**config.mk**
```make
export PLATFORM = sky130hd
export DESIGN_NAME = ucs_codec
export DESIGN_NICKNAME = d
export VERILOG_FILES = /design/src/rtl/ucs_pkg.sv /design/src/rtl/ucs_codec.sv /design/src/rtl/ucs_line_enc.sv /design/src/rtl/ucs_sync.sv
export SDC_FILE = /design/constraint.sdc
export NUM_CORES = 1
export LEC_CHECK = 0
export BUFFER_PORTS_ARGS = -buffer_cell sky130_fd_sc_hd__buf_2
export CAP_MARGIN = 20
export CORE_MARGIN = 2
export CORE_UTILIZATION = 35
export CTS_CLUSTER_SIZE = 28
export DETAILED_ROUTE_END_ITERATION = 8
export PLACE_DENSITY = 0.63
export SKIP_CTS_REPAIR_TIMING = 1
export SYNTH_ARGS = -nofsm -noshare
export SYNTH_HDL_FRONTEND = slang
export SYNTH_HIERARCHICAL = 1
export SYNTH_SLANG_ARGS = --single-unit
```
**constraint.sdc**
```tcl
create_clock -name clk -period 2.6 [get_ports clk]
set_input_delay 0.52 -clock clk [delete_from_list [all_inputs] [get_ports clk]]
set_output_delay 0.52 -clock clk [all_outputs]
set_load 0.005 [all_outputs]
```
**src/rtl/ucs_pkg.sv**
```systemverilog
// Package for the transceiver command and status codec.
// Assumes one interface clock at 200 MHz shared with the link.
package ucs_pkg;

  // ****************************************************
  // Transmit command byte
  // ****************************************************
  localparam logic [7:0] BYTE_IDLE = 8'h00;
  localparam logic [1:0] CMD_IDLE = 2'h0;
  localparam logic [1:0] CMD_PKT = 2'h1;
  localparam logic [1:0] CMD_REGW = 2'h2;
  localparam logic [1:0] CMD_REGR = 2'h3;
  localparam logic [5:0] PAY_NOPID = 6'h00;
  localparam logic [5:0] PAY_EXT = 6'h2F;
  localparam logic [1:0] PKT_RSV_ZERO = 2'h0;
  localparam int TYPE_MSB = 7;
  localparam int TYPE_LSB = 6;
  localparam int PAY_MSB = 5;
  localparam int PKT_RSV_MSB = 5;
  localparam int PKT_RSV_LSB = 4;
  localparam int PID_MSB = 3;
  localparam logic [1:0] ADDR_PAD = 2'h0;

  // ****************************************************
  // Status byte fields
  // ****************************************************
  localparam int ALT_BIT = 7;
  localparam int ID_BIT = 6;
  localparam logic [1:0] LS_SQUELCH = 2'h0;
  localparam logic [1:0] LS_NO_SQUELCH = 2'h1;
  localparam logic [1:0] LS_CHIRP_J = 2'h1;
  localparam logic [1:0] LS_CHIRP_K = 2'h2;
  localparam logic [1:0] XCVR_HS = 2'h0;
  localparam logic [1:0] OPMODE_CHIRP = 2'h2;
  localparam logic [1:0] VB_BELOW_END = 2'h0;
  localparam logic [1:0] VB_ABOVE_END = 2'h1;
  localparam logic [1:0] VB_SESS_OK = 2'h2;
  localparam logic [1:0] VB_VBUS_OK = 2'h3;
  localparam logic [1:0] EV_NONE = 2'h0;
  localparam logic [1:0] EV_ACTIVE = 2'h1;
  localparam logic [1:0] EV_DISCON = 2'h2;
  localparam logic [1:0] EV_ERROR = 2'h3;

  // ****************************************************
  // Synchronised analog indications, bit positions
  // ****************************************************
  localparam int SI_DP = 0;
  localparam int SI_DM = 1;
  localparam int SI_SQUELCH = 2;
  localparam int SI_HS_DIFF = 3;
  localparam int SI_SESS_END = 4;
  localparam int SI_SESS_VLD = 5;
  localparam int SI_VBUS_VLD = 6;
  localparam int SI_ID = 7;
  localparam int SI_BVALID = 8;
  localparam int SI_HOST_DISC = 9;
  localparam int SI_W = 10;

  // ****************************************************
  // Timing
  // ****************************************************
  localparam int ID_SETTLE_MS = 50;
  localparam int CLK_KHZ = 200000;
  localparam int ID_SETTLE_CYC = ID_SETTLE_MS * CLK_KHZ;
  localparam int ID_CNT_W = 24;

  // ****************************************************
  // Protocol states
  // ****************************************************
  typedef enum logic [10:0] {
    S_IDLE  = 11'h001,
    S_CMD   = 11'h002,
    S_TXD   = 11'h004,
    S_EADDR = 11'h008,
    S_WDATA = 11'h010,
    S_RTURN = 11'h020,
    S_RDATA = 11'h040,
    S_STURN = 11'h080,
    S_SDATA = 11'h100,
    S_RXT   = 11'h200,
    S_RX    = 11'h400
  } ucs_state_t;

endpackage

```
**src/rtl/ucs_codec.sv**
```systemverilog
// Command decoder and status sender of the transceiver interface.
// Assumes the link shares clk; analog indications arrive unsynchronised.
// Summary of operation
// - Device raises NXT after accepting a command
// - Bits seven to six give command type
// - No-PID transmit starts after next data byte
// - PID transmit takes identifier from bits three-zero
// - Extended write takes a following address byte
// - Other writes use six payload address bits
// - Extended read takes a following address byte
// - Other reads use six payload address bits
// - Status: assert DIR, drive a status byte each cycle while a change is pending
// - Any status field change sends a status byte
// - Line, VBUS and event fields in place
// - Bit six reflects ID after settling
// - Enabled BVALID edges send alternate interrupt bit
// - Line change sends status with new state
// - Peripheral full-speed and high-speed line coding
// - Chirp coding uses differential receiver output
// - Host coding for low, full, high, chirp
// - VBUS field encodes comparator thresholds
// - Event field encodes activity, error, disconnect
// - Receive error drops NXT, sends error status
`timescale 1ns/1ps
module ucs_codec #(
  parameter int ID_SETTLE_CYCLES = ucs_pkg::ID_SETTLE_CYC
) (
  input wire logic clk,               // Interface clock
  input wire logic rst_n,             // Async reset, active low
  input wire logic [7:0] data_in,     // Data bus from link
  output logic [7:0] data_out,        // Data bus to link
  output logic data_oe,               // High while device drives data
  output logic dir,                   // Bus direction, high = to link
  output logic nxt,                   // Next/accept strobe
  input wire logic stp,               // Link stop
  input wire logic dp,                // D+ comparator, async
  input wire logic dm,                // D- comparator, async
  input wire logic squelch,           // HS squelch, async
  input wire logic hs_diff,           // HS differential out, async
  input wire logic sess_end,          // Session end comparator, async
  input wire logic sess_vld,          // Session valid comparator, async
  input wire logic vbus_vld,          // VBUS valid comparator, async
  input wire logic id_pin,            // ID level, async
  input wire logic bvalid,            // B-session valid, async
  input wire logic host_disc,         // Host disconnect, async
  input wire logic [1:0] xcvr_select, // Transceiver select
  input wire logic term_select,       // Termination select
  input wire logic [1:0] opmode,      // Operating mode
  input wire logic dp_pulldown,       // D+ pull-down enabled
  input wire logic dm_pulldown,       // D- pull-down enabled
  input wire logic id_pullup,         // ID pull-up enabled
  input wire logic bvalid_rise_en,    // Alert on BVALID rise
  input wire logic bvalid_fall_en,    // Alert on BVALID fall
  input wire logic rx_active,         // Receiver packet active
  input wire logic rx_error,          // Receiver error
  input wire logic rx_valid,          // Receive byte strobe
  input wire logic [7:0] rx_byte,     // Received byte
  output logic tx_start,              // Start of USB transmit
  output logic tx_nopid,              // Transmit carries no PID
  output logic [3:0] tx_pid,          // Packet identifier
  output logic tx_valid,              // Transmit byte strobe
  output logic [7:0] tx_data,         // Transmit byte
  output logic tx_end,                // End of transmit
  output logic reg_wr,                // Register write strobe
  output logic reg_rd,                // Register read strobe
  output logic [7:0] reg_addr,        // Register address
  output logic [7:0] reg_wdata,       // Register write data
  input wire logic [7:0] reg_rdata    // Register read data
);
  localparam int CW = ucs_pkg::ID_CNT_W;
  localparam logic [CW-1:0] ID_LAST = CW'(ID_SETTLE_CYCLES - 1);

  ucs_pkg::ucs_state_t st;
  ucs_pkg::ucs_state_t next_st;
  logic [ucs_pkg::SI_W-1:0] si;
  logic [1:0] ls;
  logic [1:0] vbus;
  logic [1:0] ev;
  logic [7:0] cur_stat;
  logic [7:0] sent_stat;
  logic stat_pend;
  logic stat_load;
  logic alt_pend;
  logic bvalid_q;
  logic [CW-1:0] id_cnt;
  logic id_ok;
  logic hold;
  logic rx_nxt;
  logic cmd_ok;
  logic [7:0] cmd;
  logic tx_first;
  logic [1:0] cmd_type;
  logic rx_take;

  // ****************************************************
  // Input synchronisation and status fields
  // ****************************************************
  ucs_sync #(.W(ucs_pkg::SI_W)) u_sync (
    .clk(clk),
    .rst_n(rst_n),
    .d({host_disc, bvalid, id_pin, vbus_vld, sess_vld, sess_end,
        hs_diff, squelch, dm, dp}),
    .q(si)
  );

  ucs_line_enc u_line (
    .dp(si[ucs_pkg::SI_DP]),
    .dm(si[ucs_pkg::SI_DM]),
    .squelch(si[ucs_pkg::SI_SQUELCH]),
    .hs_diff(si[ucs_pkg::SI_HS_DIFF]),
    .xcvr_select(xcvr_select),
    .term_select(term_select),
    .opmode(opmode),
    .host_mode(dp_pulldown & dm_pulldown),
    .line_state(ls)
  );

  always_comb begin
    if (si[ucs_pkg::SI_VBUS_VLD]) begin
      vbus = ucs_pkg::VB_VBUS_OK;
    end else if (si[ucs_pkg::SI_SESS_VLD]) begin
      vbus = ucs_pkg::VB_SESS_OK;
    end else if (!si[ucs_pkg::SI_SESS_END]) begin
      vbus = ucs_pkg::VB_ABOVE_END;
    end else begin
      vbus = ucs_pkg::VB_BELOW_END;
    end
  end

  // Disconnect only has meaning as a host
  always_comb begin
    if (dp_pulldown && dm_pulldown && si[ucs_pkg::SI_HOST_DISC]) begin
      ev = ucs_pkg::EV_DISCON;
    end else if (rx_active && rx_error) begin
      ev = ucs_pkg::EV_ERROR;
    end else if (rx_active) begin
      ev = ucs_pkg::EV_ACTIVE;
    end else begin
      ev = ucs_pkg::EV_NONE;
    end
  end

  // ID reads low until the pull-up has settled
  always_ff @(posedge clk or negedge rst_n) begin
    if (!rst_n) begin
      id_cnt <= '0;
      id_ok <= 1'b0;
    end else if (!id_pullup) begin
      id_cnt <= '0;
      id_ok <= 1'b0;
    end else if (id_cnt == ID_LAST) begin
      id_ok <= 1'b1;
    end else begin
      id_cnt <= id_cnt + 1'b1;
    end
  end

  assign cur_stat = {alt_pend, id_ok & si[ucs_pkg::SI_ID], ev, vbus, ls};
  assign stat_pend = (cur_stat[ucs_pkg::ID_BIT:0]
                      != sent_stat[ucs_pkg::ID_BIT:0]) | alt_pend;
  assign rx_take = rx_valid & ~rx_error;
  // Not on the last receive cycle: the byte would never reach the bus
  assign stat_load = (st == ucs_pkg::S_STURN)
                   | ((st == ucs_pkg::S_SDATA) & stat_pend)
                   | ((st == ucs_pkg::S_RX) & rx_active & ~rx_take
                      & stat_pend);

  // ****************************************************
  // Alternate interrupt, set wins over clear
  // ****************************************************
  always_ff @(posedge clk or negedge rst_n) begin
    if (!rst_n) begin
      bvalid_q <= 1'b0;
      alt_pend <= 1'b0;
    end else begin
      bvalid_q <= si[ucs_pkg::SI_BVALID];
      if ((si[ucs_pkg::SI_BVALID] & ~bvalid_q & bvalid_rise_en)
          | (~si[ucs_pkg::SI_BVALID] & bvalid_q & bvalid_fall_en)) begin
        alt_pend <= 1'b1;
      end else if (stat_load) begin
        alt_pend <= 1'b0;
      end
    end
  end

  // ****************************************************
  // Command decode
  // ****************************************************
  assign cmd_type = data_in[ucs_pkg::TYPE_MSB:ucs_pkg::TYPE_LSB];
  // Undefined bytes are ignored rather than guessed at
  assign cmd_ok = (data_in != ucs_pkg::BYTE_IDLE)
                & (cmd_type != ucs_pkg::CMD_IDLE)
                & ((cmd_type != ucs_pkg::CMD_PKT)
                   | (data_in[ucs_pkg::PKT_RSV_MSB:ucs_pkg::PKT_RSV_LSB]
                      == ucs_pkg::PKT_RSV_ZERO));

  always_comb begin
    next_st = st;
    unique case (st)
      ucs_pkg::S_IDLE: begin
        if (rx_active) begin
          next_st = ucs_pkg::S_RXT;
        end else if (stat_pend) begin
          next_st = ucs_pkg::S_STURN;
        end else if (cmd_ok && !hold) begin
          next_st = ucs_pkg::S_CMD;
        end
      end
      ucs_pkg::S_CMD: begin
        if (cmd[ucs_pkg::TYPE_MSB:ucs_pkg::TYPE_LSB] == ucs_pkg::CMD_PKT) begin
          next_st = ucs_pkg::S_TXD;
        end else if (cmd[ucs_pkg::PAY_MSB:0] == ucs_pkg::PAY_EXT) begin
          next_st = ucs_pkg::S_EADDR;
        end else if (cmd[ucs_pkg::TYPE_MSB:ucs_pkg::TYPE_LSB]
                     == ucs_pkg::CMD_REGW) begin
          next_st = ucs_pkg::S_WDATA;
        end else begin
          next_st = ucs_pkg::S_RTURN;
        end
      end
      ucs_pkg::S_TXD: begin
        if (stp) begin
          next_st = ucs_pkg::S_IDLE;
        end
      end
      ucs_pkg::S_EADDR: begin
        next_st = (cmd[ucs_pkg::TYPE_MSB:ucs_pkg::TYPE_LSB]
                   == ucs_pkg::CMD_REGW) ? ucs_pkg::S_WDATA
                                         : ucs_pkg::S_RTURN;
      end
      ucs_pkg::S_WDATA: next_st = ucs_pkg::S_IDLE;
      ucs_pkg::S_RTURN: next_st = ucs_pkg::S_RDATA;
      ucs_pkg::S_RDATA: next_st = ucs_pkg::S_IDLE;
      ucs_pkg::S_STURN: next_st = ucs_pkg::S_SDATA;
      ucs_pkg::S_SDATA: begin
        if (!stat_pend) begin
          next_st = ucs_pkg::S_IDLE;
        end
      end
      ucs_pkg::S_RXT: next_st = ucs_pkg::S_RX;
      ucs_pkg::S_RX: begin
        if (!rx_active) begin
          next_st = ucs_pkg::S_IDLE;
        end
      end
    endcase
  end

  always_ff @(posedge clk or negedge rst_n) begin
    if (!rst_n) begin
      st <= ucs_pkg::S_IDLE;
      hold <= 1'b0;
    end else begin
      st <= next_st;
      // Link needs a turnaround cycle after release; ignore its bus
      hold <= (next_st == ucs_pkg::S_IDLE) && (st != ucs_pkg::S_IDLE);
    end
  end

  // ****************************************************
  // Bus outputs
  // ****************************************************
  assign dir = st inside {ucs_pkg::S_RTURN, ucs_pkg::S_RDATA,
                          ucs_pkg::S_STURN, ucs_pkg::S_SDATA,
                          ucs_pkg::S_RXT, ucs_pkg::S_RX};
  assign data_oe = st inside {ucs_pkg::S_RDATA, ucs_pkg::S_SDATA,
                              ucs_pkg::S_RX};
  assign nxt = (st inside {ucs_pkg::S_CMD, ucs_pkg::S_TXD,
                           ucs_pkg::S_EADDR, ucs_pkg::S_WDATA})
             | ((st == ucs_pkg::S_RXT) & ~rx_error) | rx_nxt;

  always_ff @(posedge clk or negedge rst_n) begin
    if (!rst_n) begin
      data_out <= ucs_pkg::BYTE_IDLE;
      sent_stat <= ucs_pkg::BYTE_IDLE;
      rx_nxt <= 1'b0;
    end else begin
      rx_nxt <= 1'b0;
      if (st == ucs_pkg::S_RTURN) begin
        data_out <= reg_rdata;
      end else if ((st == ucs_pkg::S_RX) && rx_take) begin
        data_out <= rx_byte;
        rx_nxt <= rx_active;
      end else if (stat_load) begin
        data_out <= cur_stat;
        sent_stat <= cur_stat;
      end
    end
  end

  // ****************************************************
  // Command results to the transmitter and register file
  // ****************************************************
  always_ff @(posedge clk or negedge rst_n) begin
    if (!rst_n) begin
      cmd <= ucs_pkg::BYTE_IDLE;
      tx_first <= 1'b0;
      tx_start <= 1'b0;
      tx_nopid <= 1'b0;
      tx_pid <= '0;
      tx_valid <= 1'b0;
      tx_data <= ucs_pkg::BYTE_IDLE;
      tx_end <= 1'b0;
      reg_wr <= 1'b0;
      reg_rd <= 1'b0;
      reg_addr <= ucs_pkg::BYTE_IDLE;
      reg_wdata <= ucs_pkg::BYTE_IDLE;
    end else begin
      tx_start <= 1'b0;
      tx_valid <= 1'b0;
      tx_end <= 1'b0;
      reg_wr <= 1'b0;
      reg_rd <= 1'b0;
      if (st == ucs_pkg::S_IDLE && next_st == ucs_pkg::S_CMD) begin
        cmd <= data_in;
      end
      if (st == ucs_pkg::S_CMD) begin
        reg_addr <= {ucs_pkg::ADDR_PAD, cmd[ucs_pkg::PAY_MSB:0]};
        tx_pid <= cmd[ucs_pkg::PID_MSB:0];
        tx_nopid <= (cmd[ucs_pkg::PAY_MSB:0] == ucs_pkg::PAY_NOPID);
        tx_first <= 1'b1;
        // A PID packet starts at once; no-PID waits for its data
        tx_start <= (cmd[ucs_pkg::TYPE_MSB:ucs_pkg::TYPE_LSB]
                     == ucs_pkg::CMD_PKT)
                  && (cmd[ucs_pkg::PAY_MSB:0] != ucs_pkg::PAY_NOPID);
      end
      if (st == ucs_pkg::S_TXD) begin
        if (stp) begin
          tx_end <= 1'b1;
        end else begin
          tx_valid <= 1'b1;
          tx_data <= data_in;
          tx_first <= 1'b0;
          tx_start <= tx_first && tx_nopid;
        end
      end
      if (st == ucs_pkg::S_EADDR) begin
        reg_addr <= data_in;
      end
      if (st == ucs_pkg::S_WDATA) begin
        reg_wdata <= data_in;
        reg_wr <= 1'b1;
      end
      if (next_st == ucs_pkg::S_RTURN) begin
        reg_rd <= 1'b1;
      end
    end
  end
endmodule // ucs_codec

```
**src/rtl/ucs_line_enc.sv**
```systemverilog
// Line state encoder for peripheral and host configurations.
// Assumes synchronised line and receiver levels.
`timescale 1ns/1ps
module ucs_line_enc (
  input wire logic dp,                 // D+ single-ended level
  input wire logic dm,                 // D- single-ended level
  input wire logic squelch,            // High-speed squelch active
  input wire logic hs_diff,            // High-speed differential output
  input wire logic [1:0] xcvr_select,  // Transceiver select
  input wire logic term_select,        // Termination select
  input wire logic [1:0] opmode,       // Operating mode
  input wire logic host_mode,          // Both pull-downs on
  output logic [1:0] line_state        // Encoded line state
);
  logic chirp;

  // Peripheral chirps with termination on, host with chirp op-mode
  assign chirp = host_mode ? (opmode == ucs_pkg::OPMODE_CHIRP)
                           : term_select;

  always_comb begin
    if (xcvr_select == ucs_pkg::XCVR_HS) begin
      if (squelch) begin
        line_state = ucs_pkg::LS_SQUELCH;
      end else if (chirp) begin
        line_state = hs_diff ? ucs_pkg::LS_CHIRP_J
                             : ucs_pkg::LS_CHIRP_K;
      end else begin
        line_state = ucs_pkg::LS_NO_SQUELCH;
      end
    end else begin
      // FS J and LS K are both D+ high, so one mapping serves both
      line_state = {dm, dp};
    end
  end
endmodule // ucs_line_enc

```
**src/rtl/ucs_sync.sv**
```systemverilog
// Two-stage synchroniser for a group of asynchronous levels.
// Assumes each bit is an independent slow level.
`timescale 1ns/1ps
module ucs_sync #(
  parameter int W = 1
) (
  input wire logic clk,           // Interface clock
  input wire logic rst_n,         // Async reset, active low
  input wire logic [W-1:0] d,     // Asynchronous levels
  output logic [W-1:0] q          // Synchronised levels
);
  logic [W-1:0] meta;

  // First stage feeds the second only
  always_ff @(posedge clk or negedge rst_n) begin
    if (!rst_n) begin
      meta <= '0;
      q <= '0;
    end else begin
      meta <= d;
      q <= meta;
    end
  end
endmodule // ucs_sync

```
After elaboration in Yosys (flattened, before gate mapping)

Index checks and enable logic that the tools add are counted.

Add/subtract/negate cells: 1
Equality and inequality tests: 24
Mux-type cells: 46
Bitwise logic cells: 28
Reduce and logical (&&, ||, !) cells: 25

Operators with widths:

| operator                                               | number |
|---|---|
| case mux 11 bit (10 select lines)                      | 1 |
| 2-to-1 mux 11 bit                                      | 6 |
| 2-to-1 mux 24 bit                                      | 2 |
| 2-to-1 mux 8 bit                                       | 5 |
| adder 24 x 1 -> 24 bit, second input constant          | 1 |
| equality test 24 bit, second input constant            | 1 |
| equality test 11 x 1 -> 1 bit, second input constant   | 2 |
| equality test 11 x 2 -> 1 bit, second input constant   | 2 |
| equality test 11 x 6 -> 1 bit, second input constant   | 2 |
| 2-to-1 mux 1 bit                                       | 21 |
| 2-to-1 mux 6 bit                                       | 3 |
| 2-to-1 mux 2 bit                                       | 8 |
| bitwise AND 1 bit                                      | 14 |
| nonzero test 6 bit                                     | 2 |
| equality test 11 x 10 -> 1 bit, second input constant  | 1 |
| equality test 11 bit, second input constant            | 1 |
| equality test 11 x 3 -> 1 bit, second input constant   | 1 |
| equality test 11 x 4 -> 1 bit, second input constant   | 1 |
| equality test 11 x 5 -> 1 bit, second input constant   | 1 |
| equality test 11 x 7 -> 1 bit, second input constant   | 1 |
| equality test 11 x 8 -> 1 bit, second input constant   | 1 |
| equality test 11 x 9 -> 1 bit, second input constant   | 1 |
| inequality test 11 x 1 -> 1 bit, second input constant | 1 |
| logical AND 1 bit                                      | 9 |
| 18 further kinds                                       | 36 |

Register bits after elaboration: 118
Input bits: 50
Output and inout bits: 45
Logic and storage cells: 147

Logic depth before layout (Yosys ltp)

Word-level depth: 13
Gate-level depth with buffers: 13

By module

Netlist, hierarchy kept.

By module, submodules not included:

| module       | times used | cells each | area an instance (um^2) | seq. area each (um^2) |
|---|---|---|---|---|
| ucs_codec    | 1          | 481        | 4845.9                  | 2453.6 |
| ucs_sync     | 1          | 20         | 500.5                   | 500.5 |
| ucs_line_enc | 1          | 8          | 61.3                    | 0.0 |

Least setup slack after synthesis

No wires, ideal clock.

Kind: input-to-reg
Start point: input dp_pulldown
End point: register sent_stat[0]
Setup time: 0.125 ns
Arrival time: 2.762 ns
Data required time: 2.475 ns
Slack: -0.286 ns
Stages on the path: 12
Path buffers: 2
Cell sequence: and2_1 -> and4bb_1 -> a21oi_2 -> o31ai_2 -> xor2_1 -> nor3_1 -> o21ai_0 -> and4b_1 -> buf_2 -> o31ai_1 -> clkbuf_1 -> mux2_2

Word-level cells in the longest chain between the ends: 11

Ends and longest elaborated chain:

| what                              | RTL line           | text |
|---|---|---|
| from (decl)                       | ucs_codec.sv:49    | `input wire logic dp_pulldown,` |
| bitwise AND 1 bit (*)             | ucs_codec.sv:114   | `.host_mode(dp_pulldown & dm_pulldown),` |
| 2-to-1 mux 1 bit (*)              | ucs_line_enc.sv:18 | `assign chirp = host_mode ? (opmode == ucs_pkg::OPMODE_CHIRP)` |
| 2-to-1 mux 2 bit (*)              | ucs_line_enc.sv:25 | `end else if (chirp) begin` |
| 2-to-1 mux 2 bit (*)              | ucs_line_enc.sv:23 | `if (squelch) begin` |
| 2-to-1 mux 2 bit (*)              | ucs_line_enc.sv:22 | `if (xcvr_select == ucs_pkg::XCVR_HS) begin` |
| named net cur_stat[1]             | ucs_codec.sv:79    | `logic [7:0] cur_stat;` |
| inequality test 7 bit (*)         | ucs_codec.sv:160   | `!= sent_stat[ucs_pkg::ID_BIT:0]) \| alt_pend;` |
| bitwise OR 1 bit (*)              | ucs_codec.sv:160   |  |
| bitwise AND 1 bit                 | ucs_codec.sv:164   | `\| ((st == ucs_pkg::S_SDATA) & stat_pend)` |
| bitwise OR 1 bit                  | ucs_codec.sv:164   |  |
| bitwise OR 1 bit (*)              | ucs_codec.sv:165   | `\| ((st == ucs_pkg::S_RX) & rx_active & ~rx_take` |
| AND reduction 3 bit (no line) (*) | -                  |  |
| to (signal assigned)              | ucs_codec.sv:275   | `sent_stat <= ucs_pkg::BYTE_IDLE;` |
| to (signal assigned)              | ucs_codec.sv:286   | `sent_stat <= cur_stat;` |
| to (decl)                         | ucs_codec.sv:80    | `logic [7:0] sent_stat;` |

Mark *: on every way through the listed nets, which the timed path passes. The rest lies on a longest branch.
A chain may end at the register's enable or synchronous reset.

Final worst setup path

Start point: register st[3]
End point: output nxt

Word-level cells in the longest chain between the ends: 4

Ends and longest elaborated chain:

| what                                                        | RTL line                           | text |
|---|---|---|
| from (decl)                                                 | ucs_codec.sv:73                    | `ucs_pkg::ucs_state_t st;` |
| from (signal assigned)                                      | ucs_codec.sv:251                   | `st <= ucs_pkg::S_IDLE;` |
| from (signal assigned)                                      | ucs_codec.sv:254                   | `st <= next_st;` |
| equality test 11 x 2 -> 1 bit, or another cell as far along | ucs_codec.sv:268                   | `assign nxt = (st inside {ucs_pkg::S_CMD, ucs_pkg::S_TXD,` |
| nonzero test 4 bit or bitwise AND 1 bit (tied branches)     | ucs_codec.sv:268, ucs_codec.sv:270 |  |
| bitwise OR 1 bit (*) (2 in series)                          | ucs_codec.sv:270                   | `\| ((st == ucs_pkg::S_RXT) & ~rx_error) \| rx_nxt;` |
| to (decl)                                                   | ucs_codec.sv:34                    | `output logic nxt,` |

Mark *: on every way between the ends. The rest lies on a longest branch, timed or not.

==> impl_metrics.tcl <==
set metrics [dict create \
    dieArea_sq_mm 0.01646 \
    cp_cell_sequence "nor4_4 > nand2_1 > or4_4 > nor4b_4 > nor3b_1 > o21ai_1 > buf_2" \
    worstPathMaxFanout 2 \
    grt_max_degree 53 \
    drive_above_1_share_pct 32.88 \
    ys.flop_type "dfrtp_1" \
    fin_nets 699 \
    grt_overflow_total 0 \
    fmax_mhz 354.4 \
    htreeDepth 4 \
    vias 4328 \
    synth_enable_flop_cells 0 \
    min_period_ps 2822 \
    fin_skew_ps 9.340 \
    worst_hold_slack_ps 77.50 \
    cpPeakStageDelay_ps 450 \
    grt_first_pass_wirelength_um 22070 \
    ys_seq_elements 118 \
    drt_wl_total_um 13470 \
    cts_sinks 118 \
    worst_slew_pin_slew_ps 499.8 \
    yosysWarnings 6 \
    io_buffer_count 94 \
    synth_compound_gate_area_share_pct 9.509 \
    cts_made_buffers 17 \
    clk_pin_slew_ps 50 \
    syn2layout_area_growth_pct 30.91 \
    wl_met1_um 5893 \
    synthDistinctLibCells 63 \
    irDropWorstVdd_v 0.0004363 \
    power_leakage_nw 3.488 \
    core_sq_mm 0.01515 \
    wl_met2_um 6763 \
    cap_violations 0 \
    syn-cell-area_sq_mm 0.005408 \
    wl_per_cell_um 15.94 \
    reg2reg_slack_ps 60 \
    initial_core_util_pct 35.70 \
    final_core_util_pct 46.74 \
    cts_tree "built" \
    async_flop_share_pct 100.0 \
    syn_area_per_cell_sq_um 10.62 \
    crit_family "simple AND/OR/NAND/NOR gates" \
    ys_top_cells_by_count "dfrtp_1, nand2_1, nor2_1" \
    ys_top_cells_by_area "dfrtp_1, mux2_2, nand2_1" \
    rows 45 \
    synth_nets 560 \
    rsz0062_at_grt "true" \
    arrival_ps 2300 \
    seq_area_frac_synth_pct 54.63 \
    cts_root_buffer "clkbuf_16" \
    synth_top_family_by_area "simple AND/OR/NAND/NOR gates" \
    pre_cts_slack_ps -232.5 \
    period_share_pct 108.5 \
    ioPinCount 95 \
    synth_area_leader_cell "dfrtp_1" \
    hold_viol 0 \
    slew_violations 0 \
    antenna_found_initial 0 \
    synthXorXnorAreaFrac_pct 4.859 \
    die_x_um 128.3 \
    first_pass_iters 4 \
    drc_errors 0 \
    avgViaCountPerCell 5.122 \
    synth_mux_area_share_pct 7.774 \
    antenna_cells 0 \
    violations "setup timing" \
    insertion_delay_ps 400 \
    startpoint_type "register" \
    crit_type "reg2out" \
    yosys.area_share.simple_pct 20.55 \
    status "finished with violations" \
    max-slew-margin-rel_pct 66.42 \
    setup_viol 3 \
    dp.cells 811 \
    yosysMostFrequentCell "dfrtp_1" \
    fin_cells 845 \
    cp.required_ps 2080 \
    chipHeight_um 128.3 \
    min_path_type "in2async" \
    cts_buffer_depth 2 \
    antenna_left 0 \
    place_hpwl_um 9836 \
    met3_length_um 650 \
    critPathSlowestCell "or4_4" \
    finalWorstSetupSlack_ps -221.8 \
    p_per_area_mw_per_mm2 871.6 \
    dr.first_iter.drc_count 293 \
    critPathBufInv 1 \
    highest_layer "met4" \
    synth_top_area_share_pct 54.14 \
    grt_usage_pct 17.05 \
    grt_pass1_vias 4311 \
    place.gp.congestion 0.8827 \
    synth_cells 509 \
    synthAdderAreaFrac_pct 0.2314 \
    endpoint_kind "output pin" \
]
cell type report:
cell class	instances	area (sq um)
flip-flops and latches	118	2954
multi-input cells	359	2420
inverters	12	45.04
well taps	188	235.2
clock buffers	23	478.0
clock inverters	5	75.07
fillers	1374	8066
repair buffers	140	872.1
metal layers:
layer	GRT usage [%]	vias to the layer above
li1	-	2059
met1	22.40	2163
met2	27.75	93
met3	4.382	13
met4	5.430	0
met5	0	-
path summary, 6_finish.rpt:
kind                                start        endpoint  cells after the start
setup / recovery                    st[3]             nxt                      7
hold / removal                      rst_n      tx_data[1]                      1
setup reg to reg                    st[3]           st[6]                      9
hold reg to reg            u_sync/meta[6]     u_sync/q[6]                      0
max in group asynchronous           rst_n    sent_stat[1]                      2
min in group clk                 vbus_vld  u_sync/meta[6]                      1
state kept, by name, indices dropped and copies added (netlist names), 4 cells and up:
name and count:
u_sync/meta 10, tx_pid 4, reg_addr 8, reg_wdata 8
tx_data 8, u_sync/q 10, id_cnt 24, sent_stat 7
st 11, cmd 8, data_out 8
cell families after synthesis:
kind of cell               count (synthesis)
adders and majority gates                  1
AOI/OAI and AO/OA                         75
buffers and inverters                     32
and+or+nand+nor                          215
muxes                                     38
DFF                                      118
xor gates and xnor gates                  30
stage by stage:
step	instance area [sq um]	power [mW]	setup TNS, ps
CTS	6954	6.063	-446.0
detailed placement	6401	3.830	-5665
global route	7079	6.488	-941.4
global placement	6401	3.799	-3793
finish	7079	6.170	-350.7
floorplan	5443	3.161	0
placed cells by master (no fill, tap or decap), drive strengths merged, types with 6 or more instances in the layout:
master  count
dfrtp     117
mux2       32
clkbuf     23
a31oi       9
xnor2      12
nand3      17
o31ai       6
a22oi       6
buf       140
nand2      63
o21ai      17
and2        6
a21oi      16
nor3       16
nand4      10
inv        12
nor2       61
mux2i       6
xor2       18
worst register-to-register path: stages, from the launching register on:
cell     delay [ps]
dfrtp_1         410
nor4_4          330
nand2_1         110
or4_4           450
buf_4           190
o31ai_4         210
buf_4           160
nor4b_4          50
a211o_1         320
a21bo_1         210
where the power goes:
group	total (mW)	internal (mW)	switching (mW)
combinational	1.76	0.872	0.885
sequential	2.21	2.04	0.167
clock	2.20	1.46	0.746
total	6.17	4.37	1.80
(Power assumes the default switching activity.)
